File: src/core/cgd_defines.svh
// Constants for the gate-width and debug delay register bank
`ifndef CGD_DEFINES_SVH
`define CGD_DEFINES_SVH

// -----------------------------------------------------------------------------
// Serial instruction codes (upper seven bits; bit 0 selects write or read)
// -----------------------------------------------------------------------------
`define CGD_OP_GATE_A      7'h14
`define CGD_OP_GATE_B      7'h15
`define CGD_OP_DEBUG       7'h17
`define CGD_IR_FLAG        8'h30
`define CGD_IR_DIR_BIT     0
`define CGD_IR_RESET       8'hFF
`define CGD_IR_CAPTURE     8'h01

// -----------------------------------------------------------------------------
// Register widths and reset values
// -----------------------------------------------------------------------------
`define CGD_DELAY_MIN      5'h00
`define CGD_DELAY_RESET    5'h1F
`define CGD_FLAG_RESET     1'h0

// -----------------------------------------------------------------------------
// Effective gate width span over the delay code range, and clock period
// -----------------------------------------------------------------------------
`define CGD_GATE_MIN_NS    26
`define CGD_GATE_MAX_NS    48
`define CGD_CLK_PERIOD_NS  25

`endif

File: src/core/cgd_pkg.sv
// Types shared by the gate-width and debug delay register bank
package cgd_pkg;

    // -------------------------------------------------------------------------
    // Serial port pins, delay settings and port state
    // -------------------------------------------------------------------------
    typedef logic [4:0] cgd_delay_t;
    typedef logic [7:0] cgd_instr_t;

    typedef struct packed {
        logic tck;
        logic tms;
        logic tdi;
    } cgd_jtag_in_s;

    typedef struct packed {
        cgd_delay_t gate_width_delay_port_a;
        cgd_delay_t gate_width_delay_port_b;
        cgd_delay_t debug_output_delay;
    } cgd_delays_s;

    typedef enum logic [15:0] {
        CGD_TLR    = 16'h0001,
        CGD_RTI    = 16'h0002,
        CGD_SEL_DR = 16'h0004,
        CGD_CAP_DR = 16'h0008,
        CGD_SH_DR  = 16'h0010,
        CGD_EX1_DR = 16'h0020,
        CGD_PA_DR  = 16'h0040,
        CGD_EX2_DR = 16'h0080,
        CGD_UP_DR  = 16'h0100,
        CGD_SEL_IR = 16'h0200,
        CGD_CAP_IR = 16'h0400,
        CGD_SH_IR  = 16'h0800,
        CGD_EX1_IR = 16'h1000,
        CGD_PA_IR  = 16'h2000,
        CGD_EX2_IR = 16'h4000,
        CGD_UP_IR  = 16'h8000
    } cgd_tap_e;

endpackage : cgd_pkg

File: src/core/cgd_regs.sv
// Serially configured gate-width, debug delay and upset monitor registers
//
// Overview of operation
// RULE_01 - Two 5-bit gate-width delays, ports A and B, own codes, read and write.
// RULE_02 - Code zero means no delay, thirty-one maximum; all delays reset to 31.
// RULE_03 - Gate-width setting makes the identification gate about 26 to 48 ns.
// RULE_04 - A 5-bit read/write debug output delay with its own code.
// RULE_05 - One-bit upset monitor flag at a fixed code, read only.
// RULE_06 - Flag reads one once configuration storage upset is seen, else zero.
// RULE_07 - Rewriting the configuration storage clears the upset flag; the write that repairs a mismatch leaves it set.
// RULE_08 - Instruction code bit 0: one writes the register, zero reads it.
// RULE_09 - Data shifts after instruction load; writes take effect at update.
`timescale 1ns/1ps
`default_nettype none
`include "cgd_defines.svh"

module cgd_regs (
    input  wire logic                  clk,
    input  wire logic                  reset,
    input  wire cgd_pkg::cgd_jtag_in_s jtag_in,
    output logic                       tdo,
    output logic                       tdo_oe,
    output cgd_pkg::cgd_delays_s       delays,
    output logic                       upset_monitor_flag
);
    import cgd_pkg::*;

    // -------------------------------------------------------------------------
    // Pin synchronisers and serial clock edge detection
    // -------------------------------------------------------------------------
    cgd_jtag_in_s pin_s1_ff;
    cgd_jtag_in_s pin_s2_ff;
    logic         tck_prev_ff;

    always_ff @(posedge clk or posedge reset) begin
        if (reset) begin
            pin_s1_ff   <= '0;
            pin_s2_ff   <= '0;
            tck_prev_ff <= 1'b0;
        end else begin
            pin_s1_ff   <= jtag_in;
            pin_s2_ff   <= pin_s1_ff;
            tck_prev_ff <= pin_s2_ff.tck;
        end
    end

    wire tck_rise = pin_s2_ff.tck & ~tck_prev_ff;
    wire tck_fall = ~pin_s2_ff.tck & tck_prev_ff;
    wire tms      = pin_s2_ff.tms;
    wire tdi      = pin_s2_ff.tdi;

    // -------------------------------------------------------------------------
    // Port state machine
    // -------------------------------------------------------------------------
    cgd_tap_e state_ff;
    cgd_tap_e nxt_state;

    always_comb begin
        case (state_ff)
            CGD_TLR:    nxt_state = tms ? CGD_TLR    : CGD_RTI;
            CGD_RTI:    nxt_state = tms ? CGD_SEL_DR : CGD_RTI;
            CGD_SEL_DR: nxt_state = tms ? CGD_SEL_IR : CGD_CAP_DR;
            CGD_CAP_DR: nxt_state = tms ? CGD_EX1_DR : CGD_SH_DR;
            CGD_SH_DR:  nxt_state = tms ? CGD_EX1_DR : CGD_SH_DR;
            CGD_EX1_DR: nxt_state = tms ? CGD_UP_DR  : CGD_PA_DR;
            CGD_PA_DR:  nxt_state = tms ? CGD_EX2_DR : CGD_PA_DR;
            CGD_EX2_DR: nxt_state = tms ? CGD_UP_DR  : CGD_SH_DR;
            CGD_UP_DR:  nxt_state = tms ? CGD_SEL_DR : CGD_RTI;
            CGD_SEL_IR: nxt_state = tms ? CGD_TLR    : CGD_CAP_IR;
            CGD_CAP_IR: nxt_state = tms ? CGD_EX1_IR : CGD_SH_IR;
            CGD_SH_IR:  nxt_state = tms ? CGD_EX1_IR : CGD_SH_IR;
            CGD_EX1_IR: nxt_state = tms ? CGD_UP_IR  : CGD_PA_IR;
            CGD_PA_IR:  nxt_state = tms ? CGD_EX2_IR : CGD_PA_IR;
            CGD_EX2_IR: nxt_state = tms ? CGD_UP_IR  : CGD_SH_IR;
            CGD_UP_IR:  nxt_state = tms ? CGD_SEL_DR : CGD_RTI;
            default:    nxt_state = CGD_TLR;
        endcase
    end

    always_ff @(posedge clk or posedge reset) begin
        if (reset) begin
            state_ff <= CGD_TLR;
        end else if (tck_rise) begin
            state_ff <= nxt_state;
        end
    end

    // -------------------------------------------------------------------------
    // Instruction register and decode
    // -------------------------------------------------------------------------
    cgd_instr_t ir_ff;
    cgd_instr_t ir_sh_ff;

    function automatic logic [3:0] cgd_decode(input cgd_instr_t ir);
        // One-hot select: {flag, debug, gate_b, gate_a}
        cgd_decode = {ir == `CGD_IR_FLAG,
                      ir[7:1] == `CGD_OP_DEBUG,
                      ir[7:1] == `CGD_OP_GATE_B,
                      ir[7:1] == `CGD_OP_GATE_A};
    endfunction

    wire [3:0] sel      = cgd_decode(ir_ff);
    wire       sel_long = |sel[2:0];
    wire       is_write = ir_ff[`CGD_IR_DIR_BIT];   // RULE_08

    cgd_instr_t nxt_ir_sh;
    assign nxt_ir_sh = (state_ff == CGD_CAP_IR) ? `CGD_IR_CAPTURE
                     : (state_ff == CGD_SH_IR)  ? {tdi, ir_sh_ff[7:1]}
                     : ir_sh_ff;

    always_ff @(posedge clk or posedge reset) begin
        if (reset) begin
            ir_sh_ff <= `CGD_IR_RESET;
            ir_ff    <= `CGD_IR_RESET;
        end else if (tck_rise) begin
            ir_sh_ff <= nxt_ir_sh;
            if (state_ff == CGD_TLR) begin
                ir_ff <= `CGD_IR_RESET;
            end else if (state_ff == CGD_UP_IR) begin
                ir_ff <= ir_sh_ff;
            end
        end
    end

    // -------------------------------------------------------------------------
    // Data shift path: 5 bits for delays, 1 bit for flag and bypass
    // -------------------------------------------------------------------------
    cgd_delay_t dr_sh_ff;
    cgd_delay_t gate_a_ff;
    cgd_delay_t gate_b_ff;
    cgd_delay_t debug_ff;
    logic [2:0] parity_ff;
    logic       flag_ff;

    wire cgd_delay_t capture_val = sel[0] ? gate_a_ff                    // RULE_01
                                 : sel[1] ? gate_b_ff                    // RULE_01
                                 : sel[2] ? debug_ff                     // RULE_04
                                 : sel[3] ? {4'h0, flag_ff}              // RULE_05
                                 : 5'h00;

    cgd_delay_t nxt_dr_sh;
    assign nxt_dr_sh = (state_ff == CGD_CAP_DR) ? capture_val
                     : (state_ff != CGD_SH_DR)  ? dr_sh_ff
                     : sel_long ? {tdi, dr_sh_ff[4:1]}                   // RULE_09
                     : {dr_sh_ff[4:1], tdi};

    always_ff @(posedge clk or posedge reset) begin
        if (reset) begin
            dr_sh_ff <= 5'h00;
        end else if (tck_rise) begin
            dr_sh_ff <= nxt_dr_sh;
        end
    end

    // -------------------------------------------------------------------------
    // Configuration storage, written at update with the write direction bit
    // -------------------------------------------------------------------------
    wire       do_update = tck_rise & (state_ff == CGD_UP_DR) & is_write;   // RULE_09
    wire [2:0] wr_en     = sel[2:0] & {3{do_update}};                       // RULE_08

    always_ff @(posedge clk or posedge reset) begin
        if (reset) begin
            gate_a_ff <= `CGD_DELAY_RESET;                                  // RULE_02
            gate_b_ff <= `CGD_DELAY_RESET;                                  // RULE_02
            debug_ff  <= `CGD_DELAY_RESET;                                  // RULE_02
            parity_ff <= {3{^`CGD_DELAY_RESET}};
        end else begin
            if (wr_en[0]) begin
                gate_a_ff    <= dr_sh_ff;                                   // RULE_01
                parity_ff[0] <= ^dr_sh_ff;
            end
            if (wr_en[1]) begin
                gate_b_ff    <= dr_sh_ff;                                   // RULE_01
                parity_ff[1] <= ^dr_sh_ff;
            end
            if (wr_en[2]) begin
                debug_ff     <= dr_sh_ff;                                   // RULE_04
                parity_ff[2] <= ^dr_sh_ff;
            end
        end
    end

    // -------------------------------------------------------------------------
    // Upset monitor: parity mismatch sets, a rewrite clears, set wins
    // -------------------------------------------------------------------------
    wire upset_seen = (^{gate_a_ff, parity_ff[0]})
                    | (^{gate_b_ff, parity_ff[1]})
                    | (^{debug_ff, parity_ff[2]});
    wire nxt_flag   = upset_seen | (flag_ff & ~(|wr_en));                   // RULE_06 RULE_07

    always_ff @(posedge clk or posedge reset) begin
        if (reset) begin
            flag_ff <= `CGD_FLAG_RESET;
        end else begin
            flag_ff <= nxt_flag;                                            // RULE_06
        end
    end

    // -------------------------------------------------------------------------
    // Serial data out, changed on the falling serial clock edge
    // -------------------------------------------------------------------------
    logic tdo_ff;
    logic oe_ff;
    wire  in_shift = (state_ff == CGD_SH_DR) | (state_ff == CGD_SH_IR);
    wire  nxt_tdo  = (state_ff == CGD_SH_IR) ? ir_sh_ff[0] : dr_sh_ff[0];

    always_ff @(posedge clk or posedge reset) begin
        if (reset) begin
            tdo_ff <= 1'b0;
            oe_ff  <= 1'b0;
        end else if (tck_fall) begin
            tdo_ff <= nxt_tdo;
            oe_ff  <= in_shift;
        end
    end

    // -------------------------------------------------------------------------
    // Outputs: codes 0..31 drive the delay lines, gate spans 26..48 ns
    // -------------------------------------------------------------------------
    assign tdo                            = tdo_ff;
    assign tdo_oe                         = oe_ff;
    assign delays.gate_width_delay_port_a = gate_a_ff;                      // RULE_03
    assign delays.gate_width_delay_port_b = gate_b_ff;                      // RULE_03
    assign delays.debug_output_delay      = debug_ff;                       // RULE_04
    assign upset_monitor_flag             = flag_ff;                        // RULE_05

endmodule // cgd_regs

`default_nettype wire

File: config.mk
export PLATFORM = sky130hd
export DESIGN_NAME = cgd_regs
export DESIGN_NICKNAME = d
export VERILOG_FILES = /design/src/core/cgd_pkg.sv /design/src/core/cgd_regs.sv
export VERILOG_INCLUDE_DIRS = /design/src /design/src/core
export SDC_FILE = /design/constraint.sdc
export NUM_CORES = 1
export LEC_CHECK = 0
export CORE_UTILIZATION = 35
export DETAILED_ROUTE_END_ITERATION = 8
export DONT_BUFFER_PORTS = 1
export GPL_ROUTABILITY_DRIVEN = 0
export GPL_TIMING_DRIVEN = 0
export SLEW_MARGIN = 25
export SYNTH_ARGS = -nofsm -noshare
export SYNTH_HDL_FRONTEND = slang
export SYNTH_SLANG_ARGS = --single-unit
File: constraint.sdc
create_clock -name clk -period 3.3 [get_ports clk]
set_input_delay 0.495 -clock clk [delete_from_list [all_inputs] [get_ports clk]]
set_output_delay 0.495 -clock clk [all_outputs]
set_load 0.005 [all_outputs]
Word level (Yosys, flattened, before mapping)
Index checks and enable logic that the tools add are counted.
Widths: inputs -> output; s select.
Operators by class
  eq/ne operators: 22
  mux-type cells: 25
  bitwise logic cells: 13
  reduce and logical (&&, ||, !) cells: 16
Operators with widths (count)
  $pmux 16 s12: 1
  $mux 8: 5
  $mux 16: 2
  $mux 5: 6
  $eq 7x5->1 const B: 3
  $mux 9: 2
  $reduce_xor 6->1: 3
  $eq 16x1->1 const B: 1
  $eq 16x10->1 const B: 1
  $eq 16x11->1 const B: 1
  $eq 16x12->1 const B: 1
  $eq 16x13->1 const B: 1
  $eq 16x14->1 const B: 1
  $eq 16x15->1 const B: 1
  $eq 16x16->1 const B: 1
  $eq 16x2->1 const B: 1
  $eq 16x3->1 const B: 1
  $eq 16x4->1 const B: 1
  $eq 16x5->1 const B: 1
  $eq 16x6->1 const B: 1
  $eq 16x7->1 const B: 1
  $eq 16x8->1 const B: 1
  $eq 16x9->1 const B: 1
  $ne 16x5->1 const B: 1
  20 further kinds: 37
Word-level totals
  register bits after elaboration: 65
  bits of input ports: 5
  output and inout bits: 18
  word-level logic and storage cells: 97

Longest topological paths before layout
Gate-level depths: netlist of the first run.
  word-level depth: 9
  gate-level depth with buffers: 8
  mapped depth without buffers: 5

Least setup slack after synthesis of the first run
OpenSTA, ideal clock, no wires.
  kind: reg-to-reg
  start: register state_ff[4]
  end: register state_ff[13]
  library setup time: 0.064 ns
  data arrival time: 2.236 ns
  required time: 3.236 ns
  setup slack: 1.001 ns
  cell stages (with the launch flop): 7
  buffers on the path: 1
  cells stage by stage: dfrtp_1 or4_1 buf_6 or4_4 or3_4 nor4b_2 a21o_1
On the way
  longest elaborated chain between the ends: 3
RTL lines
  start, declared: RTL line cgd_regs.sv:55  | cgd_tap_e state_ff;
  start signal, assigned: RTL line cgd_regs.sv:84  | state_ff <= nxt_state;
  $eq 16x16->1, or another cell as far along: RTL line cgd_regs.sv:59  | case (state_ff)
  $reduce_or 3->1 (no source line) or $reduce_or 2->1 (tied branches)
  $pmux 16 s12 *: RTL line cgd_regs.sv:59
Every way passes the cells marked *; elsewhere a longest branch is shown, timed or not.
A chain may end at the register's enable or synchronous reset.

Final worst setup path of the first run
  start: register state_ff[15]
  end: register dr_sh_ff[0]
On the way
  longest elaborated chain between the ends: 3
RTL lines
  $eq 16x4->1 or $ne 16x5->1 (tied branches): RTL line cgd_regs.sv:142, cgd_regs.sv:143
  $ne 2x2->1 (no source line)
  $reduce_and 2->1 (no source line)
  end signal, assigned: RTL line cgd_regs.sv:151  | dr_sh_ff <= nxt_dr_sh;
  end, declared: RTL line cgd_regs.sv:128  | cgd_delay_t dr_sh_ff;
Several ways; a longest one is shown, not always the timed one.

==> results of run 1 <==
==> critical path: cells and delay by family (launching register included) <==
family	cells	cell delay (ps)
simple gates	3	1790
buf+inv	1	190
flops	1	360
compound gates	2	330
==> worst min-delay path by stage <==
stage | from | to | depth (start not counted)
6_report | jtag_in[1] | pin_s1_ff[1]$_DFF_PP0_ | 0
5_1_grt | jtag_in[0] | pin_s1_ff[0]$_DFF_PP0_ | 0
4_1_cts | jtag_in[1] | pin_s1_ff[1]$_DFF_PP0_ | 0
3_5_place_dp | pin_s1_ff[1]$_DFF_PP0_ | tms$_DFF_PP0_ | 0
3_3_place_gp | pin_s1_ff[1]$_DFF_PP0_ | tms$_DFF_PP0_ | 0
2_1_floorplan | pin_s1_ff[2]$_DFF_PP0_ | pin_s2_ff[2]$_DFF_PP0_ | 0
==> synth_stat cells, drive strengths merged (6+ instances only) <==
cell type | number | area share (%)
dfstp | 35 | 27
nor2 | 31 | 3.4
dfrtp | 30 | 22
nand2 | 28 | 3.0
mux2 | 19 | 6.2
a21oi | 18 | 2.6
xnor2 | 16 | 4.1
o21ai | 14 | 2.0
clkbuf | 12 | 1.3
nor4 | 10 | 2.4
xor2 | 10 | 2.5
a22o | 9 | 2.3
buf | 9 | 1.7
nand3 | 8 | 1.2
nor4b | 8 | 2.2
nor2b | 7 | 1.3
nor3 | 6 | 0.87
or4 | 6 | 1.4
==> area by class of cell <==
class,count,area [um^2],share of cell area [%]
Inverter,3,13.8,0.354
Buffer,21,104,2.67
Multi-Input combinational cell,246,1680,43.1
Timing Repair Buffer,2,37.5,0.965
Clock buffer,10,138,3.54
Tap cell,129,161,4.15
Sequential cell,65,1670,43.0
Clock inverter,6,88.8,2.28
==> report_power, final <==
part | switching [mW] | internal (mW)
clock network | 0.331 | 0.447
logic | 0.264 | 0.151
registers | 0.0477 | 0.898
==> through the flow <==
step	worst slack (ps)	std cells	cell area, um^2
CTS	557	482	3880
global route	341	482	3890
floorplan	1000	335	3450
global placement	522	464	3620
detailed placement	582	465	3650
finish	515	482	3890
==> registers in the layout, summed over array words and instances, names as in the netlist <==
register            flops
debug_ff                5
dr_sh_ff                5
gate_a_ff               5
gate_b_ff               5
ir_ff                   8
ir_sh_ff                8
parity_ff               3
pin_s1_ff               3
pin_s2_ff               1
state_ff               16
tck_prev_ff             1
tdi                     1
tdo                     1
tdo_oe                  1
tms                     1
upset_monitor_flag      1
==> cells by family after synthesis <==
kind of cell	count (synthesis)	synth area share (%)
XOR/XNOR	26	6.59
flip-flops	65	48.4
multiplexers	23	7.35
buffers and inverters	24	3.33
AND/OR/NAND/NOR	131	21.6
AO/OA/AOI/OAI	66	12.8
==> layer usage <==
metal	track usage, %	vias to the layer above	part of all wire, %
met4	8.03	0	1.7
met5	0	-	0
li1	-	1248	-
met3	3.52	14	4.8
met2	25.1	70	44
met1	24.5	1286	49
==> results.json, run 1 <==
{
  "run_status": "finished clean",
  "synth-seq-area-share_pct": 48.4,
  "hold_ws_ps": 172,
  "cts_buffers": 9,
  "diodes": 0,
  "cts.clk_slew.worst_paths_ps": 80,
  "areaGrowthSynthToFinish_pct": 12.6,
  "syn_avg_cell_area_um2": 10.3,
  "fill_cells": 904,
  "grt_max_degree": 47,
  "drive_gt1_share_pct": 26.1,
  "dieWidth_um": 101,
  "grt_antenna_before_repair": 0,
  "path_max_fanout": 8,
  "die_h_um": 101,
  "critPathKind": "flip-flop to flip-flop",
  "slew_viol_final": 0,
  "netlist_area_um2": 3450,
  "synth.distinct_cells": 54,
  "start_util_pct": 36.7,
  "clock_skew_ps": 14.1,
  "grt_setup_unrepaired": "false",
  "synthFlopType": "dfstp_2",
  "ant_nets": 0,
  "vias": 2618,
  "powerDensity_nw_per_um2": 550,
  "grt_pass1_wl_um": 13400,
  "viasPerCell": 5.43,
  "cp-start-kind": "flip-flop",
  "clockBufferDepth": 2,
  "synth_edf_count": 0,
  "dp_hpwl_um": 5700,
  "io_buffers": 0,
  "layout_min_cycle_time_ps": 2790,
  "drt_iter0_markers": 261,
  "crit_chain": "clkbuf_1, nor4_1, nand2_1, nor4_1, o211a_1, a21oi_1",
  "finalWirelength_um": 8000,
  "ys_warn_count": 0,
  "cts_setup_buffers": 0,
  "period_share_pct": 84.4,
  "nets": 353,
  "drc": 0,
  "dieArea_um2": 10300,
  "cp_slowest_cell": "nor4_1",
  "cpPeakStageDelay_ps": 800,
  "setup_tns_ps": 0,
  "cts.sinks": 65,
  "leakagePower_nw": 1.60,
  "r2r_slack_ps": 510,
  "hold_viol": 0,
  "syn_inst": 335,
  "cp.required_ps": 3530,
  "layout_commonest_cell": "dfstp_2",
  "grt_pass1_vias": 2556,
  "placementRows": 35,
  "ys_ff_latch": 65,
  "worstHoldPathType": "input pin to flip-flop",
  "cp-startpoint": "state_ff[15]$_DFFE_PP0P_",
  "first_pass_iters": 4,
  "r2r_cells": 6,
  "critical_path_arrival_ps": 3010,
  "wl_per_cell_um": 16.6,
  "synth_nets": 340,
  "slew_headroom_pct": 33.9,
  "ir_drop_mv": 0.255,
  "cts-root-buf": "clkbuf_8",
  "cts_resized": 0,
  "grtUsageTotal_pct": 17.2,
  "r2r_end": "dr_sh_ff[0]$_DFFE_PP0P_",
  "tightest_slew_ps": 990,
  "ys_async_sr_fraction_pct": 100,
  "crit_path_end_kind": "flip-flop",
  "cp_common_cell": "nor4_1",
  "insertion_delay_ps": 350,
  "fin_util_pct": 41.3,
  "worstReg2RegStart": "state_ff[15]$_DFFE_PP0P_",
  "grt-ovfl-total": 0,
  "ios": 23,
  "cts_tree": "done",
  "max_freq_mhz": 359,
  "setup_viol_count_final": 0,
  "p_total_mw": 2.14,
  "core_area_um2": 9420,
  "h-tree-depth": 3,
  "crit_end": "dr_sh_ff[0]$_DFFE_PP0P_",
  "cts_hold_buf": 1,
  "cap_violations": 0,
  "most-common-layout-cells": "dfstp_2 (35), nor2_1 (31), dfrtp_1 (30)"
}
Power figures use the tool's default switching activity.
==> inputs of run 2 (changes only) <==
- ABC_AREA: default -> 1
- clock period: 3.3 -> 2.5 ns (I/O delays scaled with it)
==> results.json, run 2 <==
{
  "tightest_slew_ps": 471,
  "synth.distinct_cells": 36,
  "final_cells": 560,
  "fin_util_pct": 41.3,
  "ys_ff_latch": 65,
  "core_area_um2": 9370,
  "areaGrowthSynthToFinish_pct": 12.8,
  "grt_antenna_before_repair": 0,
  "dieArea_um2": 10200,
  "drive_gt1_share_pct": 22.7,
  "layout_min_cycle_time_ps": 1860,
  "netlist_area_um2": 3430,
  "grt_pass1_wl_um": 12400,
  "grt_setup_unrepaired": "false",
  "p_total_mw": 2.84,
  "top_regs": "state_ff: 16 flops, ir_ff: 8 flops, ir_sh_ff: 8 flops",
  "crit_chain": "nor2_2, nand2_2, nor2_4, buf_6, nand2_4, nor3_4, nand3_2, buf_6, nand2_2, o21ai_2",
  "io_buffers": 0,
  "max_freq_mhz": 538,
  "holdPathEnd": "pin_s1_ff[0]$_DFF_PP0_",
  "ir_drop_mv": 0.279,
  "dp_hpwl_um": 5460,
  "path_max_fanout": 10,
  "drt_iter0_markers": 134,
  "first_pass_iters": 4,
  "cts-root-buf": "clkbuf_8",
  "clock_skew_ps": 10.3,
  "cts.clk_slew.worst_paths_ps": 80,
  "insertion_delay_ps": 350,
  "multi_input_area_um2": 1520,
  "ys_warn_count": 0,
  "synth-seq-area-share_pct": 48.7,
  "powerDensity_nw_per_um2": 734,
  "worstHoldPathType": "input pin to flip-flop",
  "largest_reg_flops": 16,
  "synth_nets": 418,
  "holdCritStartpoint": "jtag_in[0]",
  "cap_violations": 0,
  "nets": 431,
  "drc": 0,
  "r2r_slack_ps": 640,
  "critPathBufInv": 2,
  "cp_slowest_cell": "dfrtp_1",
  "finalWirelength_um": 7300,
  "cts_buffers": 9,
  "slew_viol_final": 0,
  "worstReg2RegStart": "state_ff[4]$_DFFE_PP0P_",
  "die_h_um": 101,
  "critical_path_arrival_ps": 2140,
  "hold_path_depth": 0,
  "dieWidth_um": 101,
  "critPathKind": "flip-flop to flip-flop",
  "ys_async_sr_fraction_pct": 100,
  "clockBufferDepth": 2,
  "cp-start-kind": "flip-flop",
  "grtUsageTotal_pct": 16.1,
  "final_area_um2": 3870,
  "leakagePower_nw": 1.69,
  "yosysTopAreaCell": "dfstp_2",
  "diodes": 0,
  "syn_avg_cell_area_um2": 8.30,
  "most-common-layout-cells": "nand2_1 (95), nor2_1 (44), inv_1 (41)",
  "synth_most_common_cell": "nand2_1",
  "netlist.area_leader.share_pct": 26.8,
  "r2r_cells": 10,
  "wl_per_cell_um": 13.0,
  "synth_top_cells_by_count": "nand2_1 (95), nor2_1 (44), inv_1 (42), o21ai_1 (40), dfstp_2 (35)",
  "cts_resized": 0,
  "ff_latch_area_um2": 1670,
  "placed_area_um2": 3620,
  "fill_cells": 978,
  "ant_nets": 0,
  "cp.required_ps": 2780,
  "grt_pass1_vias": 2616,
  "hold_viol": 0,
  "layout_commonest_cell": "nand2_1",
  "placementRows": 35,
  "syn_inst": 413,
  "grt_max_degree": 54,
  "synth_edf_count": 0,
  "cts_tree": "done",
  "r2r_end": "parity_ff[2]$_DFFE_PP1P_",
  "top_register": "state_ff",
  "viasPerCell": 4.77,
  "h-tree-depth": 3,
  "start_util_pct": 36.6,
  "period_share_pct": 74.4,
  "ios": 23,
  "cpPeakStageDelay_ps": 420,
  "run_status": "finished clean",
  "dp_cells": 543,
  "synthFlopType": "dfstp_2",
  "synthTopCellsByArea": "dfstp_2 (27%), dfrtp_1 (22%), nand2_1 (10%)",
  "setup_viol_count_final": 0,
  "grt-ovfl-total": 0,
  "critical-path-top-delay-family": "simple AND/OR/NAND/NOR gates",
  "cts.sinks": 65,
  "vias": 2673,
  "crit_path_end_kind": "flip-flop",
  "setup_tns_ps": 0,
  "slew_headroom_pct": 68.6
}
-- run 2: cell families after synthesis --
kind of cell | Yosys count | share of synthesized area (%)
AO/OA/AOI/OAI | 74 | 12.4
XOR/XNOR | 18 | 4.60
buffers and inverters | 53 | 6.90
flip-flops | 65 | 48.7
multiplexers | 1 | 0.329
AND/OR/NAND/NOR | 202 | 27.1
-- run 2: worst max-delay path by stage --
stage                             from                       end  slack [ps]  cells after the start
2_1_floorplan                    reset   dr_sh_ff[0]$_DFFE_PP0P_         560                      1
3_3_place_gp                     reset    pin_s1_ff[0]$_DFF_PP0_        -180                      1
6_report       state_ff[4]$_DFFE_PP0P_  parity_ff[2]$_DFFE_PP1P_         640                     10
4_1_cts        state_ff[4]$_DFFE_PP0P_  parity_ff[2]$_DFFE_PP1P_         630                     10
3_5_place_dp   state_ff[4]$_DFFE_PP0P_  parity_ff[2]$_DFFE_PP1P_         640                     10
5_1_grt        state_ff[8]$_DFFE_PP0P_   dr_sh_ff[0]$_DFFE_PP0P_         430                     10
-- run 2: repair_timing --
action	in CTS	in global routing
endpoints found under the hold margin	1	0
hold buffers	1	0
setup buffers	0	0
setup endpoints to repair	0	0
-- run 2: cell type report --
| type | count | area share, % |
|---|---|---|
| Tap cell | 129 | 4.17 |
| Inverter | 44 | 4.34 |
| Buffer | 9 | 1.84 |
| Clock inverter | 6 | 2.30 |
| Sequential cell | 65 | 43.2 |
| Multi-Input combinational cell | 295 | 39.3 |
| Clock buffer | 10 | 3.85 |
| Timing Repair Buffer | 2 | 0.971 |
-- run 2: through the flow --
step / setup slack [ps] / hold WS (ps)
after floorplan: 556 / 331
after global placement: -184 / 334
after detailed placement: 636 / 177
after CTS: 630 / 32.9
after global routing: 435 / 29.7
final: 641 / 49.6
-- run 2: report_power, final --
group	switching (mW)	leakage [nW]	internal, mW
Clock	0.427	0.114	0.621
Combinational	0.380	0.811	0.169
Sequential	0.0584	0.762	1.18
Total	0.865	1.69	1.97
-- run 2: per-layer routing --
layer,GRT usage [%],share of wire [%],vias up,wire length [um]
met4,7.47,1.2,0,91
met5,0,0,-,0
met3,4.23,3.7,9,271
met1,20.9,48,1262,3530
met2,25.0,47,40,3410
li1,-,-,1362,-
-- run 2: worst reg2reg max path, stage by stage (launching register included) --
cell and delay, ps:
dfrtp_1 420, nor2_2 150, nand2_2 120, nor2_4 160
buf_6 160, nand2_4 70, nor3_4 260, nand3_2 150
buf_6 180, nand2_2 60, o21ai_2 40
